===== src/inc/instruction_word_decode_timing_consts.svh =====
// constants for the instruction word decoder: offsets, fields, resets, timing
`ifndef INSTRUCTION_WORD_DECODE_TIMING_CONSTS_SVH
`define INSTRUCTION_WORD_DECODE_TIMING_CONSTS_SVH

`define WORD_W 14
`define FILE_ADDR_W 7
`define BIT_NUM_W 3
`define PTR_W 16
`define BANK_DEPTH 128
`define PGM_SPACE_BIT 15
`define PGM_READ_VALUE 8'h00

`define OSC_PER_INSN_CYCLE 4
`define Q_LAST (2'(`OSC_PER_INSN_CYCLE - 1))

`define REG_CTRL 8'h00
`define REG_STATUS 8'h04
`define REG_ACC 8'h08
`define REG_PTR0 8'h0C
`define REG_PTR1 8'h10
`define REG_RETIRED 8'h14

`define CTRL_RUN_BIT 0
`define CTRL_RUN_RESET 1'b1
`define ACC_RESET 8'h00
`define PTR_RESET 16'h0000

`endif


===== src/inc/decode_pkg.sv =====
// types shared by the instruction word decoder and its bench
`include "instruction_word_decode_timing_consts.svh"
package decode_pkg;

	typedef enum logic [1:0] {FMT_BYTE = 2'h0, FMT_BIT = 2'h1, FMT_LIT = 2'h2} fmt_t;

	typedef enum logic [1:0] {
		PRE_INC = 2'h0,
		PRE_DEC = 2'h1,
		POST_INC = 2'h2,
		POST_DEC = 2'h3
	} pointer_update_sel_t;

	typedef enum logic [1:0] {ST_IDLE = 2'b01, ST_EXEC = 2'b10} state_t;

	typedef struct packed {
		fmt_t fmt;
		logic [`FILE_ADDR_W-1:0] file_addr;
		logic [`BIT_NUM_W-1:0] bit_num;
		logic dest_sel;
		logic ptr_num;
		pointer_update_sel_t pointer_update_sel;
		logic indirect;
		logic [1:0] cycles;
	} decode_t;

	typedef struct packed {
		logic read;
		logic write;
		logic [7:0] address;
		logic [31:0] writedata;
		logic [3:0] byteenable;
	} avs_req_t;

	typedef struct packed {
		logic [31:0] readdata;
		logic waitrequest;
	} avs_rsp_t;

	typedef struct packed {
		state_t st;
		logic [1:0] q;
		logic [1:0] cyc;
		logic [`WORD_W-1:0] word;
		decode_t dec;
		logic [7:0] acc;
		logic [1:0][`PTR_W-1:0] ptr;
		logic [`BANK_DEPTH-1:0][7:0] bank;
		logic [7:0] rd;
		logic [`PTR_W-1:0] ea;
		logic run;
		logic [31:0] retired;
		logic ready;
		logic retire;
		avs_rsp_t rsp;
	} core_state_t;

endpackage


===== src/verilog/instruction_word_decode_timing.sv =====
// instruction word decoder with cycle timing, read-modify-write file bank and register slave
//
// The register addresses and the Avalon-MM slave port are this design's own decisions.
`include "instruction_word_decode_timing_consts.svh"
module instruction_word_decode_timing (
	input wire logic clk,
	input wire logic reset,
	input wire logic insn_valid,
	input wire logic [`WORD_W-1:0] insn_word,
	output logic insn_ready,
	output decode_pkg::decode_t dec,
	output logic retire,
	input wire decode_pkg::avs_req_t avs_req,
	output decode_pkg::avs_rsp_t avs_rsp
);
	import decode_pkg::*;

	core_state_t s_reg;
	core_state_t s_next;

	assign insn_ready = s_reg.ready;
	assign dec = s_reg.dec;
	assign retire = s_reg.retire;
	assign avs_rsp = s_reg.rsp;

	function automatic logic [31:0] merge(input logic [31:0] old, input logic [31:0] wd,
		input logic [3:0] be);
		logic [31:0] m;
		m = {{8{be[3]}}, {8{be[2]}}, {8{be[1]}}, {8{be[0]}}};
		merge = (old & ~m) | (wd & m);
	endfunction

	function automatic logic [`PTR_W-1:0] sext6(input logic [5:0] k);
		sext6 = {{10{k[5]}}, k};
	endfunction

	// pointer move with update mode: 00 0000 0001 xnmm
	function automatic logic is_mode_form(input logic [`WORD_W-1:0] w);
		is_mode_form = (w[13:4] == 10'h001);
	endfunction

	// indexed pointer access: 11 1111 xnkk kkkk
	function automatic logic is_offs_form(input logic [`WORD_W-1:0] w);
		is_offs_form = (w[13:8] == 6'h3F);
	endfunction

	function automatic decode_t decode_word(input logic [`WORD_W-1:0] w,
		input logic [1:0][`PTR_W-1:0] ptr);
		decode_t d;
		d = '0;
		d.file_addr = w[6:0];
		d.bit_num = w[9:7];
		d.dest_sel = w[7];
		d.pointer_update_sel = pointer_update_sel_t'(w[1:0]);
		if (w[13:12] == 2'b01)
		begin
			d.fmt = FMT_BIT;
		end
		else if (w[13:12] == 2'b00 && w[11:7] != 5'h00)
		begin
			d.fmt = FMT_BYTE;
		end
		else
		begin
			d.fmt = FMT_LIT;
		end
		if (is_mode_form(w))
		begin
			d.ptr_num = w[2];
			d.indirect = 1'b1;
		end
		else if (is_offs_form(w))
		begin
			d.ptr_num = w[6];
			d.indirect = 1'b1;
		end
		else if (w[13:7] == 7'h62)
		begin
			d.ptr_num = w[6];
		end
		else if (w[13:7] == 7'h02)
		begin
			// clear accumulator: low operand bits are don't-care, no file touched
			d.indirect = 1'b0;
		end
		else if (d.fmt != FMT_LIT && w[6:1] == 6'h00)
		begin
			d.ptr_num = w[0];
			d.indirect = 1'b1;
		end
		casez (w)
			14'b00_0000_0000_1000,
			14'b00_0000_0000_1001,
			14'b00_0000_0000_1010,
			14'b10_????_????_????,
			14'b11_0100_????_????: d.cycles = 2'h2;
			14'b00_0000_0000_1011,
			14'b11_001?_????_????,
			14'b01_1???_????_????,
			14'b00_1011_????_????,
			14'b00_1111_????_????: d.cycles = 2'h2;
			default: d.cycles = 2'h1;
		endcase
		if (d.indirect && ptr[d.ptr_num][`PGM_SPACE_BIT])
		begin
			d.cycles = d.cycles + 2'h1;
		end
		decode_word = d;
	endfunction

	always_comb
	begin
		logic [31:0] rdmux;
		logic [31:0] tmp;
		logic [`PTR_W-1:0] p;
		logic [`PTR_W-1:0] ea;
		logic [`WORD_W-1:0] w;
		logic [7:0] k8;
		logic [7:0] r;
		logic [7:0] fv;
		logic [7:0] av;
		logic fw;
		logic aw;
		rdmux = 32'h0000_0000;
		tmp = 32'h0000_0000;
		p = s_reg.ptr[s_reg.dec.ptr_num];
		ea = {9'h000, s_reg.dec.file_addr};
		w = s_reg.word;
		k8 = w[7:0];
		r = 8'h00;
		fv = 8'h00;
		av = 8'h00;
		fw = 1'b0;
		aw = 1'b0;
		s_next = s_reg;
		s_next.retire = 1'b0;

		// register slave: answer one edge after the request, act on the next
		case (avs_req.address)
			`REG_CTRL: rdmux = {31'h0000_0000, s_reg.run};
			`REG_STATUS: rdmux = {27'h000_0000, s_reg.dec.cycles, s_reg.dec.fmt,
				s_reg.st == ST_EXEC};
			`REG_ACC: rdmux = {24'h00_0000, s_reg.acc};
			`REG_PTR0: rdmux = {16'h0000, s_reg.ptr[0]};
			`REG_PTR1: rdmux = {16'h0000, s_reg.ptr[1]};
			`REG_RETIRED: rdmux = s_reg.retired;
			default: rdmux = 32'h0000_0000;
		endcase
		if (s_reg.rsp.waitrequest)
		begin
			if (avs_req.read || avs_req.write)
			begin
				s_next.rsp.waitrequest = 1'b0;
				s_next.rsp.readdata = rdmux;
			end
		end
		else
		begin
			s_next.rsp.waitrequest = 1'b1;
			if (avs_req.write)
			begin
				tmp = merge(rdmux, avs_req.writedata, avs_req.byteenable);
				case (avs_req.address)
					`REG_CTRL: s_next.run = tmp[`CTRL_RUN_BIT];
					`REG_ACC: s_next.acc = tmp[7:0];
					`REG_PTR0: s_next.ptr[0] = tmp[15:0];
					`REG_PTR1: s_next.ptr[1] = tmp[15:0];
					default: ;
				endcase
			end
		end

		// core sequencing; its updates override a bus write in the same edge
		unique case (s_reg.st)
			ST_IDLE:
			begin
				s_next.ready = s_next.run;
				if (s_reg.ready && insn_valid)
				begin
					s_next.word = insn_word;
					s_next.dec = decode_word(insn_word, s_reg.ptr);
					s_next.st = ST_EXEC;
					s_next.q = 2'h1;
					s_next.cyc = 2'h0;
					s_next.ready = 1'b0;
				end
			end
			ST_EXEC:
			begin
				s_next.q = s_reg.q + 2'h1;
				if (s_reg.cyc == 2'h0 && s_reg.q == 2'h1)
				begin
					// operand fetch with pointer pre/post update
					if (is_mode_form(w))
					begin
						unique case (s_reg.dec.pointer_update_sel)
							PRE_INC:
							begin
								ea = p + 16'h0001;
								s_next.ptr[s_reg.dec.ptr_num] = p + 16'h0001;
							end
							PRE_DEC:
							begin
								ea = p - 16'h0001;
								s_next.ptr[s_reg.dec.ptr_num] = p - 16'h0001;
							end
							POST_INC:
							begin
								ea = p;
								s_next.ptr[s_reg.dec.ptr_num] = p + 16'h0001;
							end
							POST_DEC:
							begin
								ea = p;
								s_next.ptr[s_reg.dec.ptr_num] = p - 16'h0001;
							end
						endcase
					end
					else if (is_offs_form(w))
					begin
						ea = p + sext6(w[5:0]);
					end
					else if (s_reg.dec.indirect)
					begin
						ea = p;
					end
					s_next.ea = ea;
					// read happens even when the instruction only writes
					s_next.rd = ea[`PGM_SPACE_BIT] ? `PGM_READ_VALUE
						: s_reg.bank[ea[`FILE_ADDR_W-1:0]];
				end
				if (s_reg.cyc == 2'h0 && s_reg.q == 2'h2)
				begin
					if (s_reg.dec.fmt == FMT_BYTE)
					begin
						unique case (w[11:8])
							4'h0: r = s_reg.acc;
							4'h1: r = 8'h00;
							4'h2: r = s_reg.rd - s_reg.acc;
							4'h3: r = s_reg.rd - 8'h01;
							4'h4: r = s_reg.rd | s_reg.acc;
							4'h5: r = s_reg.rd & s_reg.acc;
							4'h6: r = s_reg.rd ^ s_reg.acc;
							4'h7: r = s_reg.rd + s_reg.acc;
							4'h8: r = s_reg.rd;
							4'h9: r = ~s_reg.rd;
							4'hA: r = s_reg.rd + 8'h01;
							4'hB: r = s_reg.rd - 8'h01;
							4'hC: r = {s_reg.rd[0], s_reg.rd[7:1]};
							4'hD: r = {s_reg.rd[6:0], s_reg.rd[7]};
							4'hE: r = {s_reg.rd[3:0], s_reg.rd[7:4]};
							4'hF: r = s_reg.rd + 8'h01;
						endcase
						if (s_reg.dec.dest_sel)
						begin
							fw = 1'b1;
							fv = r;
						end
						else
						begin
							aw = 1'b1;
							av = r;
						end
					end
					else if (s_reg.dec.fmt == FMT_BIT)
					begin
						if (w[11] == 1'b0)
						begin
							fw = 1'b1;
							fv = w[10] ? (s_reg.rd | (8'h01 << s_reg.dec.bit_num))
								: (s_reg.rd & ~(8'h01 << s_reg.dec.bit_num));
						end
					end
					else if (is_mode_form(w) || is_offs_form(w))
					begin
						if (is_mode_form(w) ? w[3] : w[7])
						begin
							fw = 1'b1;
							fv = s_reg.acc;
						end
						else
						begin
							aw = 1'b1;
							av = s_reg.rd;
						end
					end
					else
					begin
						casez (w[13:7])
							7'b11_0000_?,
							7'b11_0100_?:
							begin
								aw = 1'b1;
								av = k8;
							end
							7'b11_1110_?:
							begin
								aw = 1'b1;
								av = s_reg.acc + k8;
							end
							7'b11_1001_?:
							begin
								aw = 1'b1;
								av = s_reg.acc & k8;
							end
							7'b11_1000_?:
							begin
								aw = 1'b1;
								av = s_reg.acc | k8;
							end
							7'b11_1010_?:
							begin
								aw = 1'b1;
								av = s_reg.acc ^ k8;
							end
							7'b11_1100_?:
							begin
								aw = 1'b1;
								av = k8 - s_reg.acc;
							end
							7'b11_0001_0:
							begin
								s_next.ptr[s_reg.dec.ptr_num] = p + sext6(w[5:0]);
							end
							default: ;
						endcase
					end
					if (aw)
					begin
						s_next.acc = av;
					end
					// program memory is read-only through a pointer
					if (fw && !s_reg.ea[`PGM_SPACE_BIT])
					begin
						s_next.bank[s_reg.ea[`FILE_ADDR_W-1:0]] = fv;
					end
				end
				if (s_reg.q == `Q_LAST)
				begin
					if (s_reg.cyc == s_reg.dec.cycles - 2'h1)
					begin
						s_next.st = ST_IDLE;
						s_next.ready = s_next.run;
						s_next.retire = 1'b1;
						s_next.retired = s_reg.retired + 32'h0000_0001;
					end
					else
					begin
						s_next.cyc = s_reg.cyc + 2'h1;
					end
				end
			end
		endcase
	end

	always_ff @(posedge clk or posedge reset)
	begin
		if (reset)
		begin
			s_reg <= '0;
			s_reg.st <= ST_IDLE;
			s_reg.run <= `CTRL_RUN_RESET;
			s_reg.acc <= `ACC_RESET;
			s_reg.ptr <= {`PTR_RESET, `PTR_RESET};
			s_reg.rsp.waitrequest <= 1'b1;
		end
		else
		begin
			s_reg <= s_next;
		end
	end

endmodule

===== config.mk =====
export PLATFORM = sky130hd
export DESIGN_NAME = instruction_word_decode_timing
export DESIGN_NICKNAME = d
export VERILOG_FILES = /design/src/inc/decode_pkg.sv /design/src/verilog/instruction_word_decode_timing.sv
export VERILOG_INCLUDE_DIRS = /design/src /design/src/inc
export SDC_FILE = /design/constraint.sdc
export NUM_CORES = 2
export LEC_CHECK = 0
export ABC_CLOCK_PERIOD_IN_PS = 38000
export BUFFER_PORTS_ARGS = -buffer_cell sky130_fd_sc_hd__buf_2
export CAP_MARGIN = 20
export CELL_PAD_IN_SITES_DETAIL_PLACEMENT = 0
export CELL_PAD_IN_SITES_GLOBAL_PLACEMENT = 1
export CORE_ASPECT_RATIO = 1.25
export CORE_MARGIN = 5
export CORE_UTILIZATION = 47
export CTS_CLUSTER_SIZE = 25
export DETAILED_ROUTE_END_ITERATION = 10
export PLACE_DENSITY_LB_ADDON = 0.1
export SLEW_MARGIN = 0
export SYNTH_ARGS = -nofsm -noshare
export SYNTH_HDL_FRONTEND = slang
export SYNTH_SLANG_ARGS = --single-unit

===== constraint.sdc =====
create_clock -name clk -period 38 [get_ports clk]
set_input_delay 7.6 -clock clk [delete_from_list [all_inputs] [get_ports clk]]
set_output_delay 7.6 -clock clk [all_outputs]
set_load 0.02 [all_outputs]

# [Word-level counts from Yosys, hierarchy flattened]
# Index checks and enable logic that the tools add are counted.
[word_totals] input_bits=63 ff_bits=1195 elab_cells=393
[op_classes] mux=111 order_cmp=6 bitwise=14 shift=1 addsub=14 n_eq_ne=60 reduce_logical=36
[op_table] cell="1088-bit two-way mux" count=1
[op_table] cell="1064-bit two-way mux" count=1
[op_table] cell="1024-bit bitwise mux" count=1
[op_table] cell="1024-bit two-way mux" count=1
[op_table] cell="32-bit two-way mux" count=7
[op_table] cell="16-bit two-way mux" count=12
[op_table] cell="32-bit case mux with 6 select lines" count=1
[op_table] cell="8-bit two-way mux" count=19
[op_table] cell="8-bit case mux with 14 select lines" count=1
[op_table] cell="32-bit bitwise mux" count=3
[op_table] cell="40-bit two-way mux" count=2
[op_table] cell="32-bit case mux with 2 select lines" count=1
[op_table] cell="6-bit == test (second input constant)" count=10
[op_table] cell="8-bit binary-select mux with 7-bit select" count=1
[op_table] cell="8-bit demux with 7-bit select" count=1
[op_table] cell="14-bit by 4-bit == test with 1-bit output (second input constant)" count=4
[op_table] cell="16-bit case mux with 3 select lines" count=1
[op_table] cell="8-bit case mux with 6 select lines" count=1
[op_table] cell="39-bit two-way mux" count=1
[op_table] cell="1-bit two-way mux" count=38
[op_table] cell="32-bit by 1-bit adder with 32-bit output (second input constant)" count=1
[op_table] cell="16-bit AND" count=2
[op_table] cell="4-bit == test (second input constant)" count=8
[op_table] cell="2-bit two-way mux" count=14
[op_table] cell="54 further kinds" count=110

# [Logic depth before layout (Yosys ltp)]
[depth] word_depth=21 depth_mapped=22 ltp_nobuf=17

# [Least setup slack after synthesis]
# OpenSTA, ideal clock, no wires.
[synth_path] path_kind="input -> register" from="input avs_req[42] in the netlist's numbering" to="register s_reg[1116] in the netlist's numbering" required_time_ps=37854 path_stages=9 path_slack_ps=28067 path_buffers=3 arrival_ps=9788 cell_sequence="or4_1 > nor3_1 > and2_1 > clkbuf_1 > clkbuf_1 > and4b_1 > clkbuf_1 > mux2i_1 > o21ai_0"
[synth_rtl] element="start: declaration" line="instruction_word_decode_timing.sv:13" source="input wire decode_pkg::avs_req_t avs_req,"
[synth_rtl] element="end signal: assignment" line="instruction_word_decode_timing.sv:369" source="s_reg <= s_next;"
[synth_rtl] element="end: declaration" line="instruction_word_decode_timing.sv:18" source="core_state_t s_reg;"

==> metrics <==
most used cell, CP buf_4; DR DRC count 0; ys async rst share 100.0%; ANT nets after route 0; CTS root buf clkbuf_16; Seq/Total Area, Yosys 49.07%; vias 41143; Final setup violation count 0; GRT Resource Usage Total 26.00%; synthesized flop and latch total 1174; quantity of gates resized following cts 0; fin crit share 29.91%; VDD IR max 0.03059 mV; FMAX 0.08799 GHz; RSZ-0062 raised after global routing false; YS warnings 0; RD Place Congestion 0.8645; Main synth FF type dfrtp_1; post-DR wirelength/cell 25.62 um; H-tree depth 4; Worst Clk Skew 0.01766 ns; worst path bufs/invs 7; critical path class in -> async; DR vias/cell 5.987; Pwr Density 45.42 nW/um^2; Hold Slack 0.4755 ns; FP Rows around 150; DRT Wirelength 176.1 mm; most common cell after layout, fill and taps aside dfrtp_1; area share of the largest cell type after synthesis 48.94%; CP max stage delay 0.87 ns; HPWL after DPL ~110 mm; deepest clock path buffer count 3; number of global-route vias before repair 41935; Max-cap violations 0; Syn Inst Count about 5200; worst relative slew slack about a quarter; # fillers 11339; Syn-to-layout area delta 10.15%; # nets final 5199; die extent in x approximately 330 um; core area 126600 um^2; IO buf count 98; first-pass GRT wire length about 270 mm; leading area contributor after synthesis dfrtp_1; cts hold-fix bufs 0; Netlist Area Pre-Place 59870 um^2; CP endpoint kind asynchronous set/reset pin; most frequent cells in the layout dfrtp_1 (1170), mux2_2 (1068), nand2_1 (584); Post-Syn Nets 5292; synth top area cells dfrtp_1 (49%), mux2_2 (20%), nand2_1 (3.7%); Final min period 11.36 ns; number of synthesized flops with an enable pin 0; total grt overflow 0; Tightest Pin Transition 1.137 ns; initial antenna violation count 3; Ports 117; slowest CP cell buf_4; initial core utilization between 40 and 50%; Die ar. 134700 um^2; Initial DRC Count slightly below 3000; Sum Neg Setup Slack 0 ns; Post-CTS Setup Repair Bufs 0; Top delay family on crit path buffers and inverters; status complete, no violations; Fin. Hold Viols 0; worst path arrival time 12.12 ns; fin. max-slew vios 0; CTS tree done; Worst Setup Start Kind input port; crit path max fanout roughly 160; P_leak 30.86 nW; Data required, critical path around 39 ns; layout cells sized above 1 31.00%; die height 409.1 um; Clock Sinks 1174; crit path cell chain buf_2, clkinvlp_4, buf_4, buf_4, buf_4, buf_12, buf_4; CTS buffer count 130; first-pass iteration count of the detailed router 7; largest net degree at the start of global routing ~170; later-pin clock latency in the skew report 0.76 ns; Tightest Hold Check Type reg -> reg; Distinct cells, synth 92; Worst-path clk slew ~0.060 ns; mean post-synth cell area 11.61 um^2
[final timing paths]
path	from	to	slack, ns	cells past startpoint
max in group clk	avs_req[42]	s_reg[1126]$_DFF_PP0_	28.11	9
min in group asynchronous	reset	avs_rsp[11]$_DFFE_PP0P_	6.89	2
max	reset	asynchronous set/reset pin	26.64	7
min reg2reg	avs_rsp[10]$_DFFE_PP0P_	avs_rsp[10]$_DFFE_PP0P_	0.48	2
min	avs_rsp[10]$_DFFE_PP0P_	avs_rsp[10]$_DFFE_PP0P_	0.48	2
max reg2reg	dec[5]$_DFFE_PP0P_	s_reg[84]$_DFFE_PP0P_	31.07	16
[power by group]
part	internal [mW]	total, mW	switching (mW)
clock network	0.762	1.29	0.528
logic	0.118	0.443	0.325
registers	1.26	1.26	0.00755
[kinds of logic after synthesis]
kind of cell,Yosys count,share of synthesized area [%]
adders and majority gates,73,1.563
buffers and inverters,479,3.536
AOI/OAI and AO/OA,768,8.679
xor gates and xnor gates,86,1.258
and+or+nand+nor,1212,8.977
muxes,1364,26.92
DFF,1174,49.07
[through the flow]
stage                     instances  utilization, %  instance area (um^2)  setup slack (ns)  total power, mW
final                          6872           52.10                 65950             26.64            2.996
after global routing           6869           52.09                 65940             25.77            3.104
after CTS                      6868           52.07                 65920             26.40            3.029
after detailed placement       6632           48.61                 61530             25.55            1.728
after global placement         6628           48.57                 61490             25.61            1.727
after floorplan                5156               -                 59880             14.19            1.563
[metal layers]
| metal | wire (um) | share of wire (%) | up-vias | track usage, % |
|---|---|---|---|---|
| met3 | 7664 | 4.4 | 308 | 3.558 |
| met2 | 85100 | 48 | 971 | 42.93 |
| li1 | - | - | 18433 | - |
| met5 | 0 | 0 | - | 0 |
| met1 | 76090 | 43 | 21431 | 34.94 |
| met4 | 7218 | 4.1 | 0 | 10.13 |
[worst register-to-register path, delay by kind of cell, from the launching register on]
family,cells,cell delay (ns)
compound gates,3,0.80
flops,1,0.32
mux,2,1.28
simple gates,5,1.59
buf+inv,5,2.46
fa+ha+maj,1,0.37
[final cells by class]
| type | count | area [um^2] | share of cell area [%] |
|---|---|---|---|
| repair buffers | 189 | 1259 | 1.909 |
| multi-input cells | 3503 | 28540 | 43.27 |
| inverters | 65 | 247.7 | 0.3756 |
| well taps | 1702 | 2130 | 3.229 |
| clock inverters | 33 | 372.9 | 0.5653 |
| clock buffers | 203 | 4013 | 6.084 |
| flip-flops and latches | 1174 | 29380 | 44.55 |
| diodes | 3 | 7.507 | 0.01138 |
[cells in the mapped netlist, types with 60 or more instances]
master,number
buf_2,65
dfrtp_1,1171
nor2_1,263
clkbuf_1,249
and3_1,60
o21ai_0,130
o22ai_1,60
nand3_1,126
mux2_2,1068
a21oi_1,182
nand2_1,587
xnor2_1,64
ha_1,70
inv_1,63
mux4_2,89
mux2i_1,204
a211oi_1,67
Note: power is estimated with default switching activity, not from simulation.
